### src/core/fetch_sequencer_pkg.sv
/*
 * Constants shared by the fetch/execute sequencer and its phase generator.
 * Assumes a single clock: the oscillator input feeds i_mclk directly.
 */
package fetch_sequencer_pkg;

    localparam int PC_WIDTH    = 13;
    localparam int INSTR_WIDTH = 14;

    localparam logic [PC_WIDTH-1:0] RESET_VECTOR = 13'h0000;
    localparam logic [PC_WIDTH-1:0] IRQ_VECTOR   = 13'h0004;
    localparam logic [PC_WIDTH-1:0] PC_STEP      = 13'h0001;

    // Address masks for the three memory sizes
    localparam logic [PC_WIDTH-1:0] MASK_512 = 13'h01ff;
    localparam logic [PC_WIDTH-1:0] MASK_1K  = 13'h03ff;
    localparam logic [PC_WIDTH-1:0] MASK_2K  = 13'h07ff;

    localparam logic [1:0] SIZE_512 = 2'h0;
    localparam logic [1:0] SIZE_1K  = 2'h1;
    localparam logic [1:0] SIZE_2K  = 2'h2;

    // Jump opcode: top three bits, literal in the low eleven
    localparam int             JUMP_OP_MSB = 13;
    localparam int             JUMP_OP_LSB = 11;
    localparam logic [2:0]     JUMP_OPCODE = 3'h5;
    localparam int             JUMP_LIT_W  = 11;

    // Gray-coded phase sequence
    typedef enum logic [1:0] {
        PH_ONE   = 2'h0,
        PH_TWO   = 2'h1,
        PH_THREE = 2'h3,
        PH_FOUR  = 2'h2
    } phase_type;

endpackage

### src/core/fetch_execute_sequencer.sv
/*
 * Two-stage fetch/execute sequencer: program counter, instruction latch,
 * execute stage, branch flush and vectoring. Program memory is on-chip,
 * combinational on o_prog_addr and on the same clock. The execute unit
 * outside decodes o_exec_instr and reports its own counter loads.
 */
`timescale 1ns/100ps
module fetch_execute_sequencer
    import fetch_sequencer_pkg::*;
#(
    parameter logic [1:0] MEM_SIZE = SIZE_2K
)(
    input  wire logic                   i_mclk,
    input  wire logic                   i_sys_rst,
    input  wire logic                   i_master_clear_n,
    input  wire logic                   i_rc_mode,
    input  wire logic [INSTR_WIDTH-1:0] i_prog_data,
    input  wire logic                   i_irq_accept,
    input  wire logic                   i_pc_load,
    input  wire logic [PC_WIDTH-1:0]    i_pc_target,
    output logic      [PC_WIDTH-1:0]    o_prog_addr,
    output logic      [INSTR_WIDTH-1:0] o_exec_instr,
    output logic                        o_exec_valid,
    output logic                        o_data_rd_strobe,
    output logic                        o_data_wr_strobe,
    output logic                        o_phase_one,
    output logic                        o_phase_two,
    output logic                        o_phase_three,
    output logic                        o_phase_four,
    output logic                        o_cycle_rate
);

    localparam logic [PC_WIDTH-1:0] ADDR_MASK =
        (MEM_SIZE == SIZE_512) ? MASK_512 :
        (MEM_SIZE == SIZE_1K)  ? MASK_1K  : MASK_2K;

    // Master clear synchroniser
    logic master_clear_n_meta;
    logic master_clear_n_sync;

    always_ff @(posedge i_mclk or posedge i_sys_rst) begin
        if (i_sys_rst) begin
            master_clear_n_meta <= 1'b0;
            master_clear_n_sync <= 1'b0;
        end else begin
            master_clear_n_meta <= i_master_clear_n;
            master_clear_n_sync <= master_clear_n_meta;
        end
    end

    logic run;
    assign run = master_clear_n_sync;

    logic phase_one;
    logic phase_two;
    logic phase_three;
    logic phase_four;

    phase_generator u_phase (
        .i_mclk        (i_mclk),
        .i_sys_rst     (i_sys_rst),
        .i_run         (run),
        .o_phase_one   (phase_one),
        .o_phase_two   (phase_two),
        .o_phase_three (phase_three),
        .o_phase_four  (phase_four)
    );

    // Pipeline state
    logic [PC_WIDTH-1:0]    pc;
    logic                   started;
    logic [INSTR_WIDTH-1:0] instr_latch;
    logic                   latch_valid;
    logic [INSTR_WIDTH-1:0] exec_instr;
    logic                   exec_valid;
    logic                   pend_irq;
    logic                   pend_load;
    logic [PC_WIDTH-1:0]    pend_target;
    logic                   cycle_rate;

    logic [PC_WIDTH-1:0]    next_pc;
    logic                   next_started;
    logic [INSTR_WIDTH-1:0] next_instr_latch;
    logic                   next_latch_valid;
    logic [INSTR_WIDTH-1:0] next_exec_instr;
    logic                   next_exec_valid;
    logic                   next_pend_irq;
    logic                   next_pend_load;
    logic [PC_WIDTH-1:0]    next_pend_target;
    logic                   next_cycle_rate;

    logic                   jump_now;
    logic                   take;
    logic [PC_WIDTH-1:0]    target;

    // Jump decoded from the instruction that is finishing execution
    assign jump_now = exec_valid &&
        (exec_instr[JUMP_OP_MSB:JUMP_OP_LSB] == JUMP_OPCODE);
    assign take = pend_irq || jump_now || pend_load;

    always_comb begin
        // Interrupt wins over a jump or load in the same cycle
        if (pend_irq) begin
            target = IRQ_VECTOR;
        end else if (jump_now) begin
            target = {{(PC_WIDTH-JUMP_LIT_W){1'b0}}, exec_instr[JUMP_LIT_W-1:0]};
        end else begin
            target = pend_target;
        end
    end

    always_comb begin
        next_pc          = pc;
        next_started     = started;
        next_instr_latch = instr_latch;
        next_latch_valid = latch_valid;
        next_exec_instr  = exec_instr;
        next_exec_valid  = exec_valid;
        next_pend_irq    = pend_irq || i_irq_accept;
        next_pend_load   = pend_load;
        next_pend_target = pend_target;
        next_cycle_rate  = cycle_rate;

        if (!run) begin
            next_pc          = RESET_VECTOR;
            next_started     = 1'b0;
            next_latch_valid = 1'b0;
            next_exec_valid  = 1'b0;
            next_pend_irq    = 1'b0;
            next_pend_load   = 1'b0;
            next_pend_target = RESET_VECTOR;
            next_cycle_rate  = 1'b0;
        end else begin
            if (phase_one) begin
                // Counter steps and the next fetch begins
                if (!started) begin
                    next_pc = RESET_VECTOR;
                end else if (take) begin
                    next_pc = target & ADDR_MASK;
                end else begin
                    next_pc = (pc + PC_STEP) & ADDR_MASK;
                end
                next_started = 1'b1;
                // Latched word enters execute; dropped on a redirect
                next_exec_instr = instr_latch;
                next_exec_valid = latch_valid && !take;
                // An interrupt request landing in this same cycle is kept
                next_pend_irq  = i_irq_accept;
                next_pend_load = 1'b0;
            end
            if (phase_four) begin
                next_instr_latch = i_prog_data;
                next_latch_valid = started;
                if (i_pc_load && exec_valid) begin
                    next_pend_load   = 1'b1;
                    next_pend_target = i_pc_target;
                end
            end
            // Low in the first half cycle, high in the second
            if (phase_two) begin
                next_cycle_rate = i_rc_mode;
            end else if (phase_four) begin
                next_cycle_rate = 1'b0;
            end
        end
    end

    always_ff @(posedge i_mclk or posedge i_sys_rst) begin
        if (i_sys_rst) begin
            pc          <= RESET_VECTOR;
            started     <= 1'b0;
            instr_latch <= '0;
            latch_valid <= 1'b0;
            exec_instr  <= '0;
            exec_valid  <= 1'b0;
            pend_irq    <= 1'b0;
            pend_load   <= 1'b0;
            pend_target <= RESET_VECTOR;
            cycle_rate  <= 1'b0;
        end else begin
            pc          <= next_pc;
            started     <= next_started;
            instr_latch <= next_instr_latch;
            latch_valid <= next_latch_valid;
            exec_instr  <= next_exec_instr;
            exec_valid  <= next_exec_valid;
            pend_irq    <= next_pend_irq;
            pend_load   <= next_pend_load;
            pend_target <= next_pend_target;
            cycle_rate  <= next_cycle_rate;
        end
    end

    assign o_prog_addr      = pc;
    assign o_exec_instr     = exec_instr;
    assign o_exec_valid     = exec_valid;
    // Flushed slots never strobe data memory
    assign o_data_rd_strobe = phase_two && exec_valid;
    assign o_data_wr_strobe = phase_four && exec_valid;
    assign o_phase_one      = phase_one;
    assign o_phase_two      = phase_two;
    assign o_phase_three    = phase_three;
    assign o_phase_four     = phase_four;
    assign o_cycle_rate     = cycle_rate;

endmodule

### src/core/phase_generator.sv
/*
 * Four-phase divider: one-cycle enable pulses for each quarter of an
 * instruction cycle. Assumes i_run is already synchronous to i_mclk.
 */
`timescale 1ns/100ps
module phase_generator
    import fetch_sequencer_pkg::*;
(
    input  wire logic i_mclk,
    input  wire logic i_sys_rst,
    input  wire logic i_run,
    output logic      o_phase_one,
    output logic      o_phase_two,
    output logic      o_phase_three,
    output logic      o_phase_four
);

    phase_type phase;
    phase_type next_phase;

    always_comb begin
        if (!i_run) begin
            next_phase = PH_ONE;
        end else begin
            case (phase)
                PH_ONE:   next_phase = PH_TWO;
                PH_TWO:   next_phase = PH_THREE;
                PH_THREE: next_phase = PH_FOUR;
                PH_FOUR:  next_phase = PH_ONE;
                default:  next_phase = PH_ONE;
            endcase
        end
    end

    always_ff @(posedge i_mclk or posedge i_sys_rst) begin
        if (i_sys_rst) begin
            phase <= PH_ONE;
        end else begin
            phase <= next_phase;
        end
    end

    // Held idle while stopped so no phase fires under master clear
    assign o_phase_one   = i_run && (phase == PH_ONE);
    assign o_phase_two   = i_run && (phase == PH_TWO);
    assign o_phase_three = i_run && (phase == PH_THREE);
    assign o_phase_four  = i_run && (phase == PH_FOUR);

endmodule

### config.mk
export PLATFORM = sky130hd
export DESIGN_NAME = fetch_execute_sequencer
export DESIGN_NICKNAME = d
export VERILOG_FILES = /design/src/core/fetch_sequencer_pkg.sv /design/src/core/fetch_execute_sequencer.sv /design/src/core/phase_generator.sv
export SDC_FILE = /design/constraint.sdc
export NUM_CORES = 1
export LEC_CHECK = 0
export BUFFER_PORTS_ARGS = -buffer_cell sky130_fd_sc_hd__buf_2
export CELL_PAD_IN_SITES_DETAIL_PLACEMENT = 2
export CELL_PAD_IN_SITES_GLOBAL_PLACEMENT = 2
export CORE_ASPECT_RATIO = 0.5
export CORE_MARGIN = 5
export CORE_UTILIZATION = 37
export DETAILED_ROUTE_END_ITERATION = 10
export HOLD_SLACK_MARGIN = 0.15
export PLACE_DENSITY = 0.93
export RECOVER_POWER = 100
export SYNTH_ARGS = -nofsm -noshare
export SYNTH_HDL_FRONTEND = slang
export SYNTH_SLANG_ARGS = --single-unit
### constraint.sdc
create_clock -name i_mclk -period 3.4 [get_ports i_mclk]
set_input_delay 0.17 -clock i_mclk [delete_from_list [all_inputs] [get_ports i_mclk]]
set_output_delay 0.17 -clock i_mclk [all_outputs]
set_load 0.01 [all_outputs]
### Word-level counts from Yosys, hierarchy flattened

Index checks and enable logic that the tools add are counted.

* register bits: 62
* logic and storage cells: 65

* add/subtract/negate cells: 1
* equality and inequality tests: 8
* multiplexer cells: 26
* reduce and logical (&&, ||, !) cells: 17

Operator list (number)
* two-way mux 11 bit: 7
* two-way mux 13 bit: 2
* two-way mux 1 bit: 15
* adder 11 x 1 -> 11 bit (second input constant): 1
* logical AND 1 bit: 9
* case mux 2 bit (4 select lines): 1
* AND reduction 2 bit: 3
* equality test 2 bit (second input constant): 2
* inequality test 2 x 1 -> 1 bit (second input constant): 2
* equality test 3 bit (second input constant): 1
* logical OR 1 bit: 3
* inequality test 3 x 1 -> 1 bit (second input constant): 1
* equality test 2 x 1 -> 1 bit (second input constant): 1
* logical NOT 2 bit: 1
* two-way mux 2 bit: 1
* inequality test 2 bit (second input constant): 1
* logical NOT 1 bit: 1

### Depth between registers and ports, before layout

Gate-level depths: netlist of run 1.

* depth after elaboration: 8
* mapped depth: 6
* mapped depth without buffers: 5

### Hierarchy

A second synthesis of run 1 with hierarchy kept.

* cell total of the unflattened synthesis: 232
* area total of the unflattened synthesis: 2781.4 um^2

Modules (own cells, without submodules)
* fetch_execute_sequencer: times used 1, cells each 223, area each 2677.6 um^2, sequential area each 1451.4 um^2
* phase_generator: times used 1, cells each 9, area each 103.8 um^2, sequential area each 50.0 um^2

### Worst setup path before layout of run 1

OpenSTA, ideal clock, no wires.

* path type: reg-to-reg
* start: register pc[0], in the netlist o_prog_addr[0]
* end: register pc[4], in the netlist o_prog_addr[4]
* library setup time: 0.065 ns
* data arrival time: 1.592 ns
* path slack: 1.743 ns
* stages on the path, launching flop included: 7
* buffers on the path: 1
* path through: dfrtp_1 ha_1 clkbuf_1 nand3_1 o211a_1 a2111oi_2 a21o_1

* word-level cells in the longest chain between the ends: 5

RTL lines
* from (decl): RTL line fetch_execute_sequencer.sv:70 `logic [PC_WIDTH-1:0] pc;`
* from (signal assigned): RTL line fetch_execute_sequencer.sv:181 `pc <= next_pc;`
* adder 11 x 1 -> 11 bit: RTL line fetch_execute_sequencer.sv:141 `next_pc = (pc + PC_STEP) & ADDR_MASK;`
* two-way mux 11 bit: RTL line fetch_execute_sequencer.sv:138 `end else if (take) begin`
* two-way mux 11 bit: RTL line fetch_execute_sequencer.sv:136 `if (!started) begin`
* two-way mux 13 bit: RTL line fetch_execute_sequencer.sv:134 `if (phase_one) begin`
* two-way mux 13 bit: RTL line fetch_execute_sequencer.sv:124 `if (!run) begin`

No other way between the ends. The select of a mux whose other input is x is not followed.
A chain may end at the register's enable or synchronous reset.

### Final worst setup path of run 1

* start: register exec_valid, in the netlist o_exec_valid
* end: register pc[10], in the netlist o_prog_addr[10]

* word-level cells in the longest chain between the ends: 7

RTL lines
* from (decl): RTL line fetch_execute_sequencer.sv:75 `logic exec_valid;`
* from (signal assigned): RTL line fetch_execute_sequencer.sv:186 `exec_valid <= next_exec_valid;`
* logical AND 1 bit (*): RTL line fetch_execute_sequencer.sv:97 `assign jump_now = exec_valid &&`
* two-way mux 11 bit / logical OR 1 bit (equally long branches): RTL line fetch_execute_sequencer.sv:105, fetch_execute_sequencer.sv:99
* two-way mux 11 bit / logical OR 1 bit (equally long branches): RTL line fetch_execute_sequencer.sv:103, fetch_execute_sequencer.sv:99
* two-way mux 11 bit (*): RTL line fetch_execute_sequencer.sv:138
* two-way mux 11 bit (*): RTL line fetch_execute_sequencer.sv:136
* two-way mux 13 bit (*): RTL line fetch_execute_sequencer.sv:134
* two-way mux 13 bit (*): RTL line fetch_execute_sequencer.sv:124

Every way passes the cells marked *; elsewhere a longest branch is shown, timed or not. The select of a mux whose other input is x is not followed.

==> results of run 1 <==
==> cell families after synthesis <==
family | synth area share (%)
flops | 53.0
mux | 12.2
buf+inv | 4.37
simple gates | 15.0
compound gates | 14.9
other cells | 0.132
fa+ha+maj | 0.441
==> sequential cells by signal (all words and copies together) (netlist names), 2 cells and up <==
name           flops
instr_latch       14
o_exec_instr      14
pend_target       11
u_phase.phase      2
o_prog_addr       11
==> routing by layer <==
metal | wire, um | vias to the layer above
met5 | 0 | -
met4 | 555 | 0
met3 | 632 | 45
met2 | 5760 | 106
met1 | 4900 | 1292
li1 | - | 1037
==> stage by stage <==
step | hold slack (ns) | instances | power [W]
2_1_floorplan | 0.201 | 232 | 0.00110
3_3_place_gp | 0.286 | 377 | 0.00123
3_5_place_dp | 0.284 | 377 | 0.00128
4_1_cts | 0.383 | 422 | 0.00234
5_1_grt | 0.362 | 422 | 0.00242
6_report | 0.360 | 422 | 0.00232
==> cells in the final DEF, fill, tap and decap left out, types with 5 or more instances in the layout <==
| cell type | netlist | routed |
|---|---|---|
| a22o_1 | 15 | 15 |
| buf_2 | 3 | 31 |
| inv_1 | 4 | 5 |
| dlygate4sd3_1 | 0 | 29 |
| nor2_1 | 17 | 17 |
| and4_1 | 5 | 5 |
| nand2_1 | 7 | 8 |
| mux2_2 | 28 | 26 |
| o21ai_0 | 8 | 8 |
| clkbuf_1 | 2 | 34 |
| clkbuf_16 | 0 | 9 |
| a21o_1 | 5 | 5 |
| dfrtp_1 | 60 | 60 |
| nor3_1 | 5 | 6 |
| nor3b_1 | 9 | 9 |
==> what timing repair did <==
| action | in CTS | in global routing |
|---|---|---|
| buffers inserted | 0 | 0 |
| hold buffers | 29 | 0 |
| endpoints found under the hold margin | 67 | 0 |
==> worst max-delay path, cell delays in order (launching register included) <==
cell	delay (ns)
dfrtp_1	0.48
and4b_1	0.46
nor3_1	0.99
o21ai_0	0.29
a22o_1	0.34
==> power by group through the flow <==
stage | logic (W) | clock network [W] | registers [W]
final | 0.000352 | 0.00101 | 0.000956
after CTS | 0.000368 | 0.00102 | 0.000950
after global routing | 0.000380 | 0.00107 | 0.000968
after floorplan | 0.000167 | 0 | 0.000936
after detailed placement | 0.000327 | 0 | 0.000949
after global placement | 0.000298 | 0 | 0.000935
==> cell type report <==
type / count / area, um^2
Sequential cell: 60 / 1500
Timing Repair Buffer: 93 / 573
Tap cell: 96 / 120
Clock buffer: 12 / 246
Inverter: 5 / 18.8
Fill cell: 717 / 3660
Multi-Input combinational cell: 152 / 1190
Clock inverter: 4 / 72.6
==> worst max path at each step <==
stage / to / slack, ns
global route: pend_target[1] / 0.67
floorplan: o_prog_addr[4] / 1.74
finish: o_prog_addr[10] / 0.71
detailed placement: pend_target[2] / 1.14
CTS: pend_target[1] / 1.09
global placement: pend_target[10] / 1.38
==> impl_results.md, run 1 <==
- Status: complete, but fails checks
- Failing checks: capacitance limit, slew limit
- R2R Path Start: o_exec_valid
- Final setup violation count: 0
- Reg2Reg Depth: 4
- Seq/Total Area, Yosys: 53.0%
- Global-route wire length before repair: 18500 um
- Rows: 22
- Sequential Power Share: 41.2%
- Worst setup path start: o_exec_valid
- Yosys reg bits: 60
- Switch share: 28.8%
- Core area: 0.00738 mm^2
- HP Start: master_clear_n_meta
- DRT Pass-1 Iters: 4
- I/O pin count: 68
- Initial DRC Count: 196
- Crit path required time: 3.62 ns
- Static leakage: 1.69 nW
- Final Routed Wirelength: 11900 um
- Final min period: 2.69 ns
- PostCTS Resize Cnt: 0
- Final Cell Area: 0.00372 mm^2
- Max-slew violation count: 41
- DRT antenna net count: 0
- Worst Clk Skew: 0.0100 ns
- Worst Tran Pin Value: 1.56 ns
- Fin Setup TNS: 0 ns
- Synth cell count leaders: dfrtp_1, mux2_2, nor2_1
- Initial core utilization: 38.4%
- CP Class: flop to flop
- Layout area overhead: 31.2%
- Post-Syn Area per Cell: 12.3 um^2
- Clock power frac: 43.7%
- Post-synth EDFFs: 0
- Slew Limit Headroom: -4.29%
- Fin. Hold Viols: 0
- Port Buffers: 63
- Fmax: 0.372 GHz
- Met1 usage: 30.8%
- Diode count: 0
- YS warnings: 0
- Synth area leaders: dfrtp_1, mux2_2, a22o_1
- Synth Cell Area: 0.00284 mm^2
- Clock transition at path regs: 0.06 ns
- Area leader, netlist: dfrtp_1
- Final period util: 79.1%
- Pre-CTS setup slack: 1.14 ns
- Fin nets: 355
- Most frequent cell after synthesis: dfrtp_1
- Unique masters post-synth: 49
- Die ar.: 0.00962 mm^2
- Post-DP Area: 0.00318 mm^2
- CTS Sinks: 60
- Vias: 2480
- Startpoint Class: flop
- CTS HTree Levels: 3
- Max IR drop VDD: 0.000443 V
- CP Max Fanout: 12
- Layout Utilization: 50.4%
- Switch Pwr: 0.000669 W
- Largest net degree at the start of global routing: 41
- GRT overflow: 0
- Longest Clk Path Bufs: 2
- Max-Cap Viols: 1
- Pint: 0.00165 W
- Wirelength per Cell: 28.1 um
- CP arrival: 2.91 ns
- Vias per cell: 5.88
- Root Driver: clkbuf_16
- Mapped Cells: 231
- Final worst slack: 0.710 ns
- Combinational cell fraction of total power: 15.2%
- Yosys top cell area share: 53.0%
- Routing usage on met3: 6.58%
- Busiest grt layer: met2
- Vias in the first global route: 2903
- Initial antenna violation count: 0
- CTS tree: built
- Async SR Flop Fraction: 100%
- CTS Buf Count: 9
- DRC viols: 0
- Die Height: 71.9 um
- Hold EP: master_clear_n_sync
- Post-synth top flop: dfrtp_1
- Reg2reg end: o_prog_addr[10]
- RSZ-0062 raised after global routing: false
- R2r setup slk: 0.71 ns
- Die Wd: 134 um
- Hold Path Class: flop to flop
- All-Layer GR Usage: 26.1%
- Routability Congestion: 0.831
- Met2 Use GR: 43.9%
- Layout cells sized above 1: 23.0%
- Worst Setup End Kind: flop
- Hpwl dp: 6620 um
- Worst skew pair latency: 0.35 ns
- Hold depth: 0
- Pwr Density: 624 mW/mm^2
Note: power is estimated with default switching activity, not from simulation.
==> run 2: changes to the inputs <==
CORE_UTILIZATION = 35   (was 37)
PLACE_DENSITY = 0.89   (was 0.93)
clock period = 2.6 ns   (was 3.4 ns; I/O delays follow)
==> impl_results.md, run 2 (synthesis results as in run 1) <==
- Status: completed
- CTS tree: built
- Slowest CP cell: nor3_2
- CP arrival: 2.57 ns (-0.34 ns)
- Largest net degree at the start of global routing: 24 (-41%)
- Final Non-Filler Cells: 441 (+4.5%)
- Die Height: 73.6 um (+2.4%)
- Global-route wire length before repair: 18100 um (-1.9%)
- Max-Cap Viols: 0 (-1)
- CTS Buf Count: 9 (unchanged)
- Vias per cell: 5.69 (-3.2%)
- Final min period: 2.37 ns (-0.325 ns)
- Port Buffers: 63 (unchanged)
- Pwr Density: 776 mW/mm^2 (+24%)
- Cells after DPL: 398 (+5.6%)
- Fin. Hold Viols: 0 (unchanged)
- Rows: 23 (+4.5%)
- Vias: 2508 (+1.1%)
- Worst Tran Pin Value: 1.02 ns (-0.541 ns)
- Stages on worst setup path: 4 (unchanged)
- Fin Setup TNS: 0 ns (unchanged)
- Vias in the first global route: 2804 (-3.4%)
- All-Layer GR Usage: 25.4% (-0.73 points)
- DRT antenna net count: 0 (unchanged)
- CTS Sinks: 60 (unchanged)
- Most frequent cells in the layout: dfrtp_1, clkbuf_1, buf_2
- Reg2Reg Depth: 4 (unchanged)
- Longest Clk Path Bufs: 2 (unchanged)
- Commonest non-fill, non-tap cell in the layout: dfrtp_1
- CTS HTree Levels: 3 (unchanged)
- Final Routed Wirelength: 11900 um (about the same)
- I/O pin count: 68 (unchanged)
- Hold depth: 0 (unchanged)
- Hpwl dp: 6620 um (+0.13%)
- Fin nets: 360 (+1.4%)
- Worst Clk Skew: 0.00896 ns (-0.00107 ns)
- Crit path required time: 2.81 ns (-0.81 ns)
- Die Wd: 137 um (+2.6%)
- Max IR drop VDD: 0.000610 V (+38%)
- Initial core utilization: 35.7% (-2.7 points)
- Hold Path Class: flop to flop
- Slew Limit Headroom: 31.8% (+36 points)
- Final setup violation count: 0 (unchanged)
- Fmax: 0.423 GHz (+14%)
- Top delay family on crit path: simple AND/OR/NAND/NOR gates
- Final Cell Area: 0.00375 mm^2 (+0.71%)
- Wirelength per Cell: 26.9 um (-4.3%)
- GRT overflow: 0 (unchanged)
- Layout area overhead: 32.1%
- RSZ-0062 raised after global routing: false
- Core area: 0.00794 mm^2 (+7.7%)
- DRT Pass-1 Iters: 4 (unchanged)
- Critical-path cell list: and4b_1, nor3_2, o21ai_0, a22o_1
- Routability Congestion: 0.832 (+0.13%)
- Clock transition at path regs: 0.05 ns (about the same)
- DRC viols: 0 (unchanged)
- Initial antenna violation count: 1 (+1)
- Startpoint Class: flop
- Die ar.: 0.0101 mm^2 (+5.1%)
- CP Class: flop to flop
- Initial DRC Count: 220 (+12%)
- Max incr delay on CP: 0.56 ns (-0.43 ns)
- Root Driver: clkbuf_16
- Design Power: 0.00291 W (+25%)
- Worst Setup End Kind: flop
- Worst skew pair latency: 0.34 ns (about the same)
- Max-slew violation count: 0 (-100%)
- Post-CTS Setup Bufs: 0 (unchanged)
- Diode count: 0 (unchanged)
- CP Buf/Inv Count: 0 (unchanged)
- Static leakage: 1.70 nW (+0.79%)
- Final period util: 91.0% (+12 points)
- Post-DP Area: 0.00323 mm^2 (+1.8%)
- Layout cells sized above 1: 23.7% (+0.70 points)
- CP Max Fanout: 12 (unchanged)
run 2: worst paths after layout:
path / to / slack, ns / from
worst max-delay path: o_prog_addr[7] / 0.23 / o_exec_valid
worst min-delay path: master_clear_n_sync / 0.37 / master_clear_n_meta
worst max register to register: o_prog_addr[7] / 0.23 / o_exec_valid
worst min register to register: master_clear_n_sync / 0.37 / master_clear_n_meta
max in group asynchronous: o_prog_addr[5] / 0.88 / i_sys_rst
min in group asynchronous: o_exec_instr[0] / 0.61 / i_sys_rst
run 2: repair_timing:
item	4_1_cts	5_1_grt
gates resized for setup	0	0
hold endpoints to repair	49	0
hold buffers	29	0
run 2: worst reg2reg max path: cells and delay by family, from the launching register on:
family,cells,cell delay (ns)
and+or+nand+nor,2,1.05
AOI/OAI and AO/OA,2,0.68
DFF,1,0.51
run 2: final cells by class:
type                    instances  area [um^2]
clock buffers                  12          256
clock inverters                 2         35.0
fillers                       837         4200
inverters                       5         18.8
multi-input cells             152         1190
flip-flops and latches         60         1500
well taps                     112          140
repair buffers                 98          602
run 2: routing by layer:
layer | GRT usage, % | vias up | routed length (um)
met5 | 0 | - | 13
met4 | 10.6 | 2 | 367
met3 | 9.10 | 29 | 866
met2 | 40.7 | 112 | 5670
met1 | 31.4 | 1315 | 4940
li1 | - | 1050 | -
run 2: where the power goes:
group,internal [W],switching (W)
registers,0.00109,0.000160
logic,0.000215,0.000245
clock network,0.000781,0.000420
run 2: metrics by stage:
step | hold slack (ns) | util, % | setup WS [ns]
final | 0.368 | 47.2 | 0.235
after global routing | 0.383 | 47.2 | 0.209
after CTS | 0.362 | 48.0 | 0.490
after detailed placement | 0.200 | 40.7 | 0.582
after global placement | 0.191 | 40.7 | 0.677
after floorplan | 0.161 | - | 0.943
==> run 3: changes to the inputs <==
CORE_ASPECT_RATIO = 1.25   (was 0.5)
GPL_TIMING_DRIVEN = 0   (was not set)
==> impl_results.md, run 3 (synthesis results as in run 1) <==
- Max incr delay on CP: 0.64 ns (+0.08 ns)
- CTS Buf Count: 9 (unchanged)
- Worst setup path start: o_exec_valid
- CTS HTree Levels: 3 (unchanged)
- Diode count: 0 (unchanged)
- Sequential cell area: 0.00150 mm^2 (unchanged)
- Fmax: 0.441 GHz (+4.2%)
- Largest net degree at the start of global routing: 43 (+79%)
- Fin nets: 370 (+2.8%)
- GRT overflow: 0 (unchanged)
- Hold Buf Count CTS: 29 (unchanged)
- Die ar.: 0.0100 mm^2 (-0.97%)
- Most frequent cells in the layout: dfrtp_1, clkbuf_1, buf_2
- Static leakage: 1.68 nW (-1.2%)
- Initial core utilization: 36.2% (+0.48 points)
- PostCTS Resize Cnt: 0 (unchanged)
- I/O pin count: 68 (unchanged)
- Final setup violation count: 0 (unchanged)
- Critical-path cell list: nand4b_1, clkbuf_1, nor2_1, a2111oi_0, a21o_1
- Slew Limit Headroom: 42.5% (+11 points)
- Layout cells sized above 1: 24.9% (+1.2 points)
- HP Start: i_pc_load
- All-Layer GR Usage: 21.9% (-3.5 points)
- Vias per cell: 5.59 (-1.7%)
- CTS Sinks: 60 (unchanged)
- Core area: 0.00784 mm^2 (-1.3%)
- RSZ-0062 raised after global routing: false
- Pwr Density: 668 mW/mm^2 (-14%)
- Worst skew pair latency: 0.35 ns (about the same)
- Rows: 36 (+57%)
- Slowest CP cell: a2111oi_0
- Status: completed
- Reg2reg end: o_prog_addr[5]
- Max-Cap Viols: 0 (unchanged)
- Crit path required time: 2.88 ns (+0.07 ns)
- R2r setup slk: 0.33 ns (+0.10 ns)
- Clock transition at path regs: 0.08 ns (+0.03 ns)
- Post-DP Area: 0.00329 mm^2 (+1.8%)
- Startpoint Class: flop
- Die Wd: 90.5 um (-34%)
- CP Class: flop to flop
- Final min period: 2.27 ns (-0.0951 ns)
- Final Routed Wirelength: 10700 um (-9.6%)
- Fin. Hold Viols: 0 (unchanged)
- R2R Path Start: o_exec_valid
- Hpwl dp: 6760 um (+2.0%)
- Initial DRC Count: 129 (-41%)
- Hold Path Class: input pin to flop
- Vias in the first global route: 2856 (+1.9%)
- Vias: 2437 (-2.8%)
- Wirelength per Cell: 24.6 um (-8.6%)
- Final Cell Area: 0.00370 mm^2 (-1.3%)
- CP arrival: 2.55 ns (-0.02 ns)
- Filler instances: 826 (-1.3%)
- Fin Setup TNS: 0 ns (unchanged)
- Top delay family on crit path: compound AO/OA/AOI/OAI gates
- Longest Clk Path Bufs: 2 (unchanged)
- Layout area overhead: 30.4%
- Commonest non-fill, non-tap cell in the layout: dfrtp_1
- Initial antenna violation count: 0 (-1)
- Die Height: 111 um (+50%)
- CP Max Fanout: 10 (-2)
- CTS tree: built
- Max IR drop VDD: 0.000377 V (-38%)
- Max-slew violation count: 0 (unchanged)
- Reg2Reg Depth: 5 (+1)
- Worst Setup End Kind: flop
- Root Driver: clkbuf_8
- Worst Tran Pin Value: 0.861 ns (-0.161 ns)
- CP Buf/Inv Count: 1 (+1)
- Stages on worst setup path: 5 (+1)
- DRT Pass-1 Iters: 4 (unchanged)
- Final period util: 87.3% (-3.7 points)
- Post-CTS Setup Bufs: 0 (unchanged)
- Port Buffers: 63 (unchanged)
- DRC viols: 0 (unchanged)
- Area of the multi-input gates: 0.00120 mm^2 (+0.73%)
- Global-route wire length before repair: 17000 um (-6.1%)
- DRT antenna net count: 0 (unchanged)
- Crit path capture: o_prog_addr[5]
- Routability Congestion: 0.788 (-5.3%)
- Worst Clk Skew: 0.0152 ns (+0.00622 ns)
## run 3: cell count changes in the layout (fill, tap and decap cells not counted), moves of 3 or more
cell	previous run	this run
clkbuf_16	9	0
clkbuf_8	2	9
buf_4	3	8
clkbuf_1	34	38
clkbuf_2	3	0
clkinvlp_4	0	3
mux2_1	3	6
mux2_2	25	22
## run 3: through the flow
stage	cells	setup WS, ns	hold WS [ns]	utilization [%]	power (W)
6_report	436	0.330	0.277	47.2	0.00247
5_1_grt	436	0.262	0.274	47.2	0.00259
4_1_cts	436	0.592	0.241	47.9	0.00247
3_5_place_dp	391	0.718	0.163	42.0	0.00168
3_3_place_gp	390	0.201	0.241	41.8	0.00163
2_1_floorplan	232	0.943	0.161	-	0.00144
## run 3: worst min path at each step
stage          slack [ns]  cells past startpoint                  end
2_1_floorplan        0.16                      0  master_clear_n_meta
3_5_place_dp         0.16                      2       instr_latch[3]
4_1_cts              0.24                      3       pend_target[9]
6_report             0.28                      3       pend_target[9]
5_1_grt              0.27                      3       pend_target[9]
3_3_place_gp         0.24                      1  master_clear_n_meta
## run 3: layout make-up
cell class	instances	share of cell area, %
inverter	5	0.508
clock inverter	6	1.12
multi-input combinational	152	32.5
buffer	15	2.74
tap	95	3.22
sequential	60	40.6
clock buffer	10	3.45
timing repair buffer	93	15.8
## run 3: report_power, final
group | switching (W) | total [W] | internal [W]
Combinational | 0.000240 | 0.000462 | 0.000222
Clock | 0.000427 | 0.000771 | 0.000344
Sequential | 0.000154 | 0.00124 | 0.00108
## run 3: worst reg2reg max path: stages (launching register included)
cell	delay, ns
dfrtp_1	0.50
nand4b_1	0.30
clkbuf_1	0.47
nor2_1	0.15
a2111oi_0	0.64
a21o_1	0.15
## run 3: routing by layer
| metal | up-vias | GRT usage [%] | part of all wire (%) |
|---|---|---|---|
| met5 | - | 0 | 0 |
| met4 | 0 | 8.34 | 2.9 |
| met3 | 21 | 5.10 | 3.8 |
| met2 | 82 | 40.3 | 55 |
| met1 | 1259 | 23.8 | 38 |
| li1 | 1075 | - | - |
